## src/rtl/cupm_defs.svh

```systemverilog
/*
 Register offsets, field positions, key values and reset values of the
 clock unlock / loop / monitor block. Assumes 32-bit APB data.
*/
`ifndef CUPM_DEFS_SVH
`define CUPM_DEFS_SVH
`define CUPM_OFF_KEY 8'h00
`define CUPM_OFF_SCCR 8'h04
`define CUPM_OFF_CMRR 8'h08
`define CUPM_OFF_PLL 8'h0c
`define CUPM_OFF_NMI 8'h10
`define CUPM_OFF_LVI 8'h14
`define CUPM_OFF_IST 8'h18
`define CUPM_OFF_IMSK 8'h1c
`define CUPM_KEY_FIRST 8'h57
`define CUPM_KEY_SECOND 8'h75
`define CUPM_B_UNLOCK 8
`define CUPM_F_KEY 7:0
`define CUPM_B_XSRC 12
`define CUPM_F_MCS 2:0
`define CUPM_B_MON_ON 3
`define CUPM_B_FAIL_RST 2
`define CUPM_B_FAIL 1
`define CUPM_B_LOCK 31
`define CUPM_B_RSTREL 23
`define CUPM_B_PWRON 22
`define CUPM_B_BYPOFF 21
`define CUPM_B_DOUBLE 20
`define CUPM_F_PRE 18:16
`define CUPM_F_MULT 15:8
`define CUPM_F_POST 7:4
`define CUPM_F_OUT 3:0
`define CUPM_WM_SCCR 32'h0000_1007
`define CUPM_WM_PLL 32'h00ff_ffff
`define CUPM_RST_REG 32'h0000_0000
`define CUPM_IRQ_FAIL 0
`define CUPM_IRQ_LOCK 1
`define CUPM_IRQ_NMI 2
`define CUPM_IRQ_LVI 3
`define CUPM_MON_TICKS 8
`endif

```

## src/rtl/cupm_pkg.sv

```systemverilog
/*
 Types shared by the clock unlock / loop / monitor block.
 Assumes nothing of its surroundings.
*/
package cupm_pkg;
    typedef enum logic [1:0] {key_locked, key_half, key_open} cupm_key_t;
endpackage

```

## src/rtl/cupm_key_lock.sv

```systemverilog
/*
 Two-write key sequencer that opens the protected registers.
 Assumes key_wr is a one-cycle pulse on a completed APB key write.
*/
`timescale 1ns/1ps
`default_nettype none
`include "cupm_defs.svh"
module cupm_key_lock import cupm_pkg::*; (
    input wire logic pclk,
    input wire logic presetn,
    input wire logic key_wr,
    input wire logic [7:0] key_data,
    output logic unlocked
);
    cupm_key_t state;
    cupm_key_t next_state;

    always_comb begin
        next_state = state;
        if (key_wr) begin
            case (state)
                key_locked: begin
                    if (key_data == `CUPM_KEY_FIRST)
                        next_state = key_half;
                end
                key_half: begin
                    if (key_data == `CUPM_KEY_SECOND)
                        next_state = key_open;
                    else
                        next_state = key_locked;
                end
                key_open: begin
                    // Any other value relocks; a fresh first key restarts
                    if (key_data == `CUPM_KEY_FIRST)
                        next_state = key_half;
                    else
                        next_state = key_locked;
                end
                default: next_state = key_locked;
            endcase
        end
    end

    always_ff @(posedge pclk or negedge presetn) begin
        if (!presetn)
            state <= key_locked;
        else
            state <= next_state;
    end

    assign unlocked = (state == key_open);
endmodule
`default_nettype wire

```

## src/rtl/cupm_xtal_mon.sv

```systemverilog
/*
 Crystal stop monitor, timed by ticks of the low-speed internal osc.
 Assumes both inputs are synchronised one-cycle pulses on pclk.
*/
`timescale 1ns/1ps
`default_nettype none
`include "cupm_defs.svh"
module cupm_xtal_mon #(
    parameter int TICKS = `CUPM_MON_TICKS
) (
    input wire logic pclk,
    input wire logic presetn,
    input wire logic mon_on,
    input wire logic lsi_tick,
    input wire logic xtal_edge,
    output logic fail_evt
);
    logic [7:0] cnt;
    logic [7:0] next_cnt;
    logic next_fail_evt;

    always_comb begin
        next_cnt = cnt;
        next_fail_evt = 1'b0;
        if (!mon_on || xtal_edge) begin
            next_cnt = 8'h0;
        end else if (lsi_tick && cnt < 8'(TICKS)) begin
            next_cnt = cnt + 8'h1;
            // Saturating count gives one event per stop
            next_fail_evt = (cnt == 8'(TICKS - 1));
        end
    end

    always_ff @(posedge pclk or negedge presetn) begin
        if (!presetn) begin
            cnt <= 8'h0;
            fail_evt <= 1'b0;
        end else begin
            cnt <= next_cnt;
            fail_evt <= next_fail_evt;
        end
    end
endmodule
`default_nettype wire

```

## src/rtl/cupm_top.sv

```systemverilog
/*
 Clock unlock, frequency loop control, crystal monitor and main clock
 select, with an APB register slave and a level interrupt.
 Assumes a single pclk; oscillator heartbeats and events arrive as pins
 and are synchronised here. The loop itself is an analog macro outside.
*/
// The address map and the APB interface to the registers were decided locally.
// Function
// Writing 0x57 then 0x75 to the key field opens protected registers
// Any other key value afterwards relocks; stored contents stay put
// NMI and low-voltage status bits clear regardless of the key state
// Key register bit 8 reads 1 while unlocked, 0 while locked
// Software keeps the loop reference between 1 and 3 MHz
// Software keeps the oscillator between 50 and 200 MHz, no doubler
// Doubler multiplies by two; doubled output 100 to 250 MHz
// Output equals ref times (N1+1) over (N2+1)(P+1), times (D+1); the code also divides by loop_out_div plus one
// Output frequency is settable in whole-megahertz steps
// Enabled monitor raises reset or interrupt when the crystal stops
// Software does not run the core from a monitored crystal
// Software keeps the low-speed internal oscillator always running
// Monitor register: enable at bit 3, write-one-clear fail at bit 1
// Loop control bits 23, 22, 21: reset release, power on, bypass off
// Software waits for lock at bit 31 before selecting the loop
// Clock control bit 12 routes the crystal to the loop reference
// The key state gates writes to every protected register
// A wrong second key write aborts the sequence, staying locked
// Locked writes to protected registers are silently ignored
`timescale 1ns/1ps
`default_nettype none
`include "cupm_defs.svh"
module cupm_top import cupm_pkg::*; #(
    parameter logic [5:0] XTAL_MHZ = 6'h08,
    parameter logic [5:0] INT_MHZ = 6'h20,
    parameter int MON_TICKS = `CUPM_MON_TICKS
) (
    input wire logic pclk,
    input wire logic presetn,
    input wire logic psel,
    input wire logic penable,
    input wire logic pwrite,
    input wire logic [7:0] paddr,
    input wire logic [31:0] pwdata,
    output logic [31:0] prdata,
    output logic pready,
    output logic pslverr,
    output logic irq,
    input wire logic lsi_clk_in,
    input wire logic xtal_beat_in,
    input wire logic loop_locked_in,
    input wire logic [3:0] nmi_event,
    input wire logic [3:0] lvi_event,
    output logic [2:0] main_clock_select,
    output logic loop_source_select,
    output logic loop_reset_release,
    output logic loop_power_on,
    output logic loop_bypass_off,
    output logic doubler_select,
    output logic [2:0] loop_pre_div,
    output logic [7:0] loop_mult,
    output logic [3:0] loop_post_div,
    output logic [3:0] loop_out_div,
    output logic [15:0] loop_fout_mhz,
    output logic xtal_fail_reset
);
    // Pin vector: {lvi, nmi, lock, crystal beat, lsi}
    logic [10:0] pin_meta;
    logic [10:0] pin_sync;
    logic [10:0] pin_last;
    logic [10:0] pin_rise;
    logic [31:0] sccr, next_sccr;
    logic [31:0] pll, next_pll;
    logic mon_on, next_mon_on;
    logic fail_rst, next_fail_rst;
    logic fail, next_fail;
    logic [3:0] nmi_st, next_nmi_st;
    logic [3:0] lvi_st, next_lvi_st;
    logic [3:0] ist, next_ist;
    logic [3:0] imsk, next_imsk;
    logic [31:0] next_prdata;
    logic next_pready, next_pslverr, next_irq, next_fail_reset;
    logic [15:0] next_fout;
    logic lock_q;
    logic lock_st;
    logic unlocked;
    logic fail_evt;
    logic setup, acc, wr, rd, wr_ok, hit;
    logic [3:0] ev, rd_clr;
    logic [31:0] rmux;

    function automatic logic hit_of(input logic [7:0] a);
        case (a)
            `CUPM_OFF_KEY, `CUPM_OFF_SCCR, `CUPM_OFF_CMRR,
            `CUPM_OFF_PLL, `CUPM_OFF_NMI, `CUPM_OFF_LVI,
            `CUPM_OFF_IST, `CUPM_OFF_IMSK: hit_of = 1'b1;
            default: hit_of = 1'b0;
        endcase
    endfunction

    // Integer MHz result: steps of one megahertz by construction
    function automatic logic [15:0] fout_of(input logic [5:0] rf,
                                             input logic [31:0] c);
        logic [16:0] num;
        logic [16:0] den;
        logic [16:0] q;
        num = 17'(rf) * (17'(c[`CUPM_F_MULT]) + 17'h1) *
              (17'(c[`CUPM_B_DOUBLE]) + 17'h1);
        den = (17'(c[`CUPM_F_PRE]) + 17'h1) *
              (17'(c[`CUPM_F_POST]) + 17'h1) *
              (17'(c[`CUPM_F_OUT]) + 17'h1);
        q = num / den;
        fout_of = c[`CUPM_B_BYPOFF] ? q[15:0] : 16'(rf);
    endfunction

    always_ff @(posedge pclk or negedge presetn) begin
        if (!presetn) begin
            pin_meta <= 11'h0;
            pin_sync <= 11'h0;
            pin_last <= 11'h0;
        end else begin
            pin_meta <= {lvi_event, nmi_event, loop_locked_in,
                         xtal_beat_in, lsi_clk_in};
            pin_sync <= pin_meta;
            pin_last <= pin_sync;
        end
    end
    assign pin_rise = pin_sync & ~pin_last;

    cupm_key_lock u_key (
        .pclk(pclk),
        .presetn(presetn),
        .key_wr(wr && paddr == `CUPM_OFF_KEY),
        .key_data(pwdata[`CUPM_F_KEY]),
        .unlocked(unlocked)
    );

    cupm_xtal_mon #(.TICKS(MON_TICKS)) u_mon (
        .pclk(pclk),
        .presetn(presetn),
        .mon_on(mon_on),
        .lsi_tick(pin_rise[0]),
        .xtal_edge(pin_sync[1] ^ pin_last[1]),
        .fail_evt(fail_evt)
    );

    // One wait state: data and error are ready with pready
    assign setup = psel && penable && !pready;
    assign acc = psel && penable && pready;
    assign wr = acc && pwrite;
    assign rd = acc && !pwrite;
    assign wr_ok = wr && unlocked;
    assign hit = hit_of(paddr);
    assign lock_st = pin_sync[2] && pll[`CUPM_B_RSTREL] &&
                     pll[`CUPM_B_PWRON];
    assign ev = {|pin_rise[10:7], |pin_rise[6:3], lock_st && !lock_q,
                 fail_evt && !fail_rst};
    // Only bits shown to software are cleared, so late events survive
    assign rd_clr = (rd && paddr == `CUPM_OFF_IST) ? prdata[3:0] : 4'h0;

    always_comb begin
        rmux = 32'h0;
        case (paddr)
            `CUPM_OFF_KEY: rmux[`CUPM_B_UNLOCK] = unlocked;
            `CUPM_OFF_SCCR: rmux = sccr;
            `CUPM_OFF_CMRR: begin
                rmux[`CUPM_B_MON_ON] = mon_on;
                rmux[`CUPM_B_FAIL_RST] = fail_rst;
                rmux[`CUPM_B_FAIL] = fail;
            end
            `CUPM_OFF_PLL: begin
                rmux = pll;
                rmux[`CUPM_B_LOCK] = lock_st;
            end
            `CUPM_OFF_NMI: rmux[3:0] = nmi_st;
            `CUPM_OFF_LVI: rmux[3:0] = lvi_st;
            `CUPM_OFF_IST: rmux[3:0] = ist;
            `CUPM_OFF_IMSK: rmux[3:0] = imsk;
            default: rmux = 32'h0;
        endcase
    end

    always_comb begin
        next_sccr = sccr;
        next_pll = pll;
        next_mon_on = mon_on;
        next_fail_rst = fail_rst;
        next_imsk = imsk;
        if (wr_ok) begin
            case (paddr)
                `CUPM_OFF_SCCR: next_sccr = pwdata & `CUPM_WM_SCCR;
                `CUPM_OFF_PLL: next_pll = pwdata & `CUPM_WM_PLL;
                `CUPM_OFF_CMRR: begin
                    next_mon_on = pwdata[`CUPM_B_MON_ON];
                    next_fail_rst = pwdata[`CUPM_B_FAIL_RST];
                end
                `CUPM_OFF_IMSK: next_imsk = pwdata[3:0];
                default: next_imsk = imsk;
            endcase
        end
        next_fail = fail | fail_evt;
        if (wr_ok && paddr == `CUPM_OFF_CMRR && pwdata[`CUPM_B_FAIL])
            next_fail = fail_evt;
        next_nmi_st = nmi_st | pin_rise[6:3];
        next_lvi_st = lvi_st | pin_rise[10:7];
        if (wr && paddr == `CUPM_OFF_NMI)
            next_nmi_st = (nmi_st & ~pwdata[3:0]) | pin_rise[6:3];
        if (wr && paddr == `CUPM_OFF_LVI)
            next_lvi_st = (lvi_st & ~pwdata[3:0]) | pin_rise[10:7];
        next_ist = (ist & ~rd_clr) | ev;
        next_irq = |(ist & imsk);
        next_pready = setup;
        next_pslverr = setup && !hit;
        next_prdata = (setup && !pwrite) ? rmux : 32'h0;
        next_fail_reset = fail && fail_rst;
        next_fout = fout_of(sccr[`CUPM_B_XSRC] ? XTAL_MHZ : INT_MHZ,
                            pll);
    end

    always_ff @(posedge pclk or negedge presetn) begin
        if (!presetn) begin
            sccr <= `CUPM_RST_REG;
            pll <= `CUPM_RST_REG;
            mon_on <= 1'b0;
            fail_rst <= 1'b0;
            fail <= 1'b0;
            nmi_st <= 4'h0;
            lvi_st <= 4'h0;
            ist <= 4'h0;
            imsk <= 4'h0;
            irq <= 1'b0;
            pready <= 1'b0;
            pslverr <= 1'b0;
            prdata <= 32'h0;
            xtal_fail_reset <= 1'b0;
            loop_fout_mhz <= 16'h0;
            lock_q <= 1'b0;
        end else begin
            sccr <= next_sccr;
            pll <= next_pll;
            mon_on <= next_mon_on;
            fail_rst <= next_fail_rst;
            fail <= next_fail;
            nmi_st <= next_nmi_st;
            lvi_st <= next_lvi_st;
            ist <= next_ist;
            imsk <= next_imsk;
            irq <= next_irq;
            pready <= next_pready;
            pslverr <= next_pslverr;
            prdata <= next_prdata;
            xtal_fail_reset <= next_fail_reset;
            loop_fout_mhz <= next_fout;
            lock_q <= lock_st;
        end
    end

    assign main_clock_select = sccr[`CUPM_F_MCS];
    assign loop_source_select = sccr[`CUPM_B_XSRC];
    assign loop_reset_release = pll[`CUPM_B_RSTREL];
    assign loop_power_on = pll[`CUPM_B_PWRON];
    assign loop_bypass_off = pll[`CUPM_B_BYPOFF];
    assign doubler_select = pll[`CUPM_B_DOUBLE];
    assign loop_pre_div = pll[`CUPM_F_PRE];
    assign loop_mult = pll[`CUPM_F_MULT];
    assign loop_post_div = pll[`CUPM_F_POST];
    assign loop_out_div = pll[`CUPM_F_OUT];
endmodule
`default_nettype wire

```

## config.mk

```make
export PLATFORM = sky130hd
export DESIGN_NAME = cupm_top
export DESIGN_NICKNAME = d
export VERILOG_FILES = /design/src/rtl/cupm_pkg.sv /design/src/rtl/cupm_key_lock.sv /design/src/rtl/cupm_xtal_mon.sv /design/src/rtl/cupm_top.sv
export VERILOG_INCLUDE_DIRS = /design/src /design/src/rtl
export SDC_FILE = /design/constraint.sdc
export NUM_CORES = 1
export LEC_CHECK = 0
export ABC_AREA = 0
export BUFFER_PORTS_ARGS = -buffer_cell sky130_fd_sc_hd__buf_2
export CELL_PAD_IN_SITES_DETAIL_PLACEMENT = 1
export CELL_PAD_IN_SITES_GLOBAL_PLACEMENT = 1
export CORE_ASPECT_RATIO = 0.75
export CORE_MARGIN = 2
export CORE_UTILIZATION = 35
export DETAILED_ROUTE_END_ITERATION = 10
export PLACE_DENSITY = 0.74
export SYNTH_ARGS = -nofsm -noshare
export SYNTH_HDL_FRONTEND = slang
export SYNTH_SLANG_ARGS = --single-unit
```

## constraint.sdc

```tcl
create_clock -name pclk -period 84 [get_ports pclk]
set_input_delay 4.2 -clock pclk [delete_from_list [all_inputs] [get_ports pclk]]
set_output_delay 4.2 -clock pclk [all_outputs]
set_load 0.02 [all_outputs]
```

==> key figures <==
Outcome
  • Status: finished clean

STA
  • Skew final: 0.0264 ns
  • Final Critical Period: 47.10 ns
  • Unrepaired setup endpoints after global routing: false
  • Final setup viols: 0
  • Setup TNS: 0 ns
  • Maximum clock rate: 0.0212 GHz
  • Final hold violation count: 0
  • Fraction of the cycle the final worst path needs: 56.1%
  • Worst slew margin: 33.8%
  • Fin. max-slew vios: 0
  • Worst-Margin Slew: 0.990 ns

Route
  • 1st-iter DRT viols: 788
  • Vias per cell: 5.70
  • Vias: 14900
  • DR WL/cell: 20.2 microns
  • Initial DRT Pass Iterations: 7
  • DRC errors left: 0
  • Antenna Nets Post-Route: 0
  • DRT Wirelength: 52800 microns

Global route
  • Global-route wire length before repair: 84900 microns
  • Number of global-route vias before repair: 15700
  • Congestion Overflow GR: 0
  • Overall routing resource usage: 22.5%
  • Number of antenna violations at the first check in global routing: 1
  • Largest net degree at the start of global routing: 79

Place
  • Cell Area, Placed: 17200 sq um
  • Final RePlAce weighted congestion: 0.897
  • # port buffers: 119
  • Post-DP HPWL: 41500 microns

Synthesis
  • Ys Warns: 0
  • Area contributors post-synth: dfrtp_1, ha_1, mux2_2, nor2_1, a21oi_1
  • Synthesized instance count: 1910
  • Sequential share of the synthesized area: 21.3%
  • Yosys reg bits: 136
  • Compound-Gate Fraction of Synth Area: 21.1%
  • Synth Area in Simple Gates: 19.8%
  • Post-Synth XOR/XNOR Area: 6.47%
  • Post-synth EDFFs: 0
  • Yosys top cell area share: 21.3%
  • Syn_area_per_cell: 8.37 sq um
  • Cell area after synthesis: 16000 sq um
  • Async S/R FF share, synth: 100%
  • Synth unique cells: 90
  • Largest family of logic cells by synthesized area: compound AO/OA/AOI/OAI gates
  • Biggest area consumer among synthesized cells: dfrtp_1
  • Adder-Cell Fraction of Synth Area: 19.9%
  • Mux cell area share after synthesis: 6.32%
  • Primary FF master, synth: dfrtp_1

CTS
  • H-tree depth: 4
  • Hold buffers post-CTS: 0
  • TritonCTS Sinks: 136
  • Clock Pin Slew Worst Setup and Hold Paths: 0.08 ns
  • Worst skew pair latency: 0.46 ns
  • Post-CTS Resized: 0
  • CTS tree: done
  • CTS max path bufs: 2
  • Num CTS Buffers: 17
  • Root Driver: clkbuf_16
  • Setup repair bufs after CTS: 0

Cells and area
  • Final net count: 2302
  • Fill cells: 5324
  • Fin area: 17700 sq um
  • Share of cells above drive strength 1: 14.3%
  • Area delta synth->final: 10.6%

Die
  • Die Wd: 251 microns
  • Die ar.: 47400 sq um
  • Die height: 189 microns
  • Rows: 67
  • Core Region: 44800 sq um
  • Initial core utilization: 35.6%
  • Ports: 135

Critical path
  • Worst-case reg-to-reg path depth: 169
  • Critical setup path kind: register to register
  • Reg2reg start: pll[16]$_DFFE_PN0P_
  • Worst EP required: 84.31 ns
  • Crit path max-delay cell type: dfrtp_1
  • Critical Path Sink Type: register
  • Startpoint Class: register
  • Top cell by count, worst path: a21oi_1
  • Setup slack, reg-to-reg: 36.90 ns
  • Worst R2R End: loop_fout_mhz[0]$_DFF_PN0_
  • CP max FO: 22
  • Biggest cell delay along the critical path: 0.78 ns
  • Critical Path AT: 47.41 ns

Worst hold path
  • Hold wc startpoint: pin_meta[9]$_DFF_PN0_
  • Sink of the worst hold path: pin_sync[9]$_DFF_PN0_
  • Hold crit path type: register to register
  • Cells on Worst Hold Path: 0

Job
  • MaxCap Viol Count: 0
[synth_stat cells, types with 8 or more instances]
master and n:
ha_1 206, nor2_1 180, nand2_1 146, dfrtp_1 136
a21oi_1 128, inv_1 118, o21ai_0 87, mux2_2 71
xnor2_1 70, nor3_1 60, o21a_1 48, xor2_1 48
a21o_1 42, nand3_1 41, and3_1 37, clkbuf_1 37
nand2b_1 32, fa_1 30, buf_4 27, nor2b_1 25
and2_1 24, or2_2 22, mux2i_1 18, a211oi_1 16
nand4_1 15, o211ai_1 15, o22ai_1 14, o21bai_1 11
or3_1 11, a31oi_1 10, nor4_1 10, o31ai_1 10
a22oi_1 9, a21boi_0 8
[worst max-delay path, delay by kind of cell, from the launching register on]
family                   cells  cell delay [ns]
adder cells (fa/ha/maj)     23             8.61
AO/OA/AOI/OAI               82            20.65
XOR/XNOR                     1             0.25
multiplexers                 9             3.26
buffers and inverters       10             1.61
AND/OR/NAND/NOR             44            11.62
flip-flops                   1             0.78
[worst max path at each step]
stage | start | slack, ns | cells after the start | endpoint
2_1_floorplan | pll[16]$_DFFE_PN0P_ | 46.91 | 180 | loop_fout_mhz[0]$_DFF_PN0_
5_1_grt | pll[16]$_DFFE_PN0P_ | 33.27 | 168 | loop_fout_mhz[0]$_DFF_PN0_
3_5_place_dp | pll[16]$_DFFE_PN0P_ | 37.87 | 166 | loop_fout_mhz[0]$_DFF_PN0_
3_3_place_gp | pll[16]$_DFFE_PN0P_ | 39.06 | 166 | loop_fout_mhz[0]$_DFF_PN0_
4_1_cts | pll[16]$_DFFE_PN0P_ | 37.58 | 166 | loop_fout_mhz[0]$_DFF_PN0_
6_report | pll[16]$_DFFE_PN0P_ | 36.90 | 169 | loop_fout_mhz[0]$_DFF_PN0_
[placed cells by master, fill, tap and decap left out, drive strengths merged, types with 32 or more instances in the layout]
cell type	n
xnor2	70
a21o	42
buf	137
o21ai	93
xor2	48
and3	37
nand3	43
nand2	146
inv	120
o21a	48
nor3	60
nor2	180
ha	206
dfrtp	136
a21oi	128
mux2	73
nand2b	32
[cell type report]
type                            instances  area, sq um  area share (%)
Clock buffer                           20          447            2.53
Antenna cell                            1         2.50          0.0142
Inverter                              119          447            2.53
Multi-Input combinational cell       1599        11800            66.9
Tap cell                              586          733            4.15
Clock inverter                         11         76.3           0.432
Timing Repair Buffer                  137          737            4.17
Sequential cell                       136         3400            19.2
[flip-flops by register name, summed over array words and instances, names as in the netlist, 2 cells and up]
name           cells
nmi_st             4
pin_meta          11
lvi_st             4
u_mon.cnt          8
pll               24
prdata            25
loop_fout_mhz     16
sccr               4
ist                4
imsk               4
pin_last          10
pin_sync          11
u_key.state        2
[cell families after synthesis]
group / count (synthesis)
AOI/OAI and AO/OA: 498
xor gates and xnor gates: 118
adders and majority gates: 236
buffers and inverters: 188
DFF: 136
muxes: 91
other: 2
and+or+nand+nor: 641
[per-layer routing]
metal / GRT usage (%) / vias to the layer above / routed length [microns]
met5: 0 / - / 0
met4: 6.03 / 0 / 1090
met3: 3.07 / 59 / 2050
met2: 36.5 / 278 / 23900
met1: 31.3 / 7448 / 25800
li1: - / 7094 / -
[through the flow]
| step | cells | hold WS, ns | setup WS, ns | util, % |
|---|---|---|---|---|
| 3_3_place_gp | 2577 | 0.335 | 39.06 | 38.3 |
| 5_1_grt | 2609 | 0.343 | 33.27 | 39.4 |
| 2_1_floorplan | 1923 | 0.331 | 46.91 | - |
| 3_5_place_dp | 2577 | 0.336 | 37.87 | 38.3 |
| 6_report | 2609 | 0.343 | 36.90 | 39.4 |
| 4_1_cts | 2608 | 0.347 | 37.58 | 39.4 |
Power is left out: the tool's default activity adds up to more than one toggle a clock period on the data nets, which glitch-free logic cannot reach.
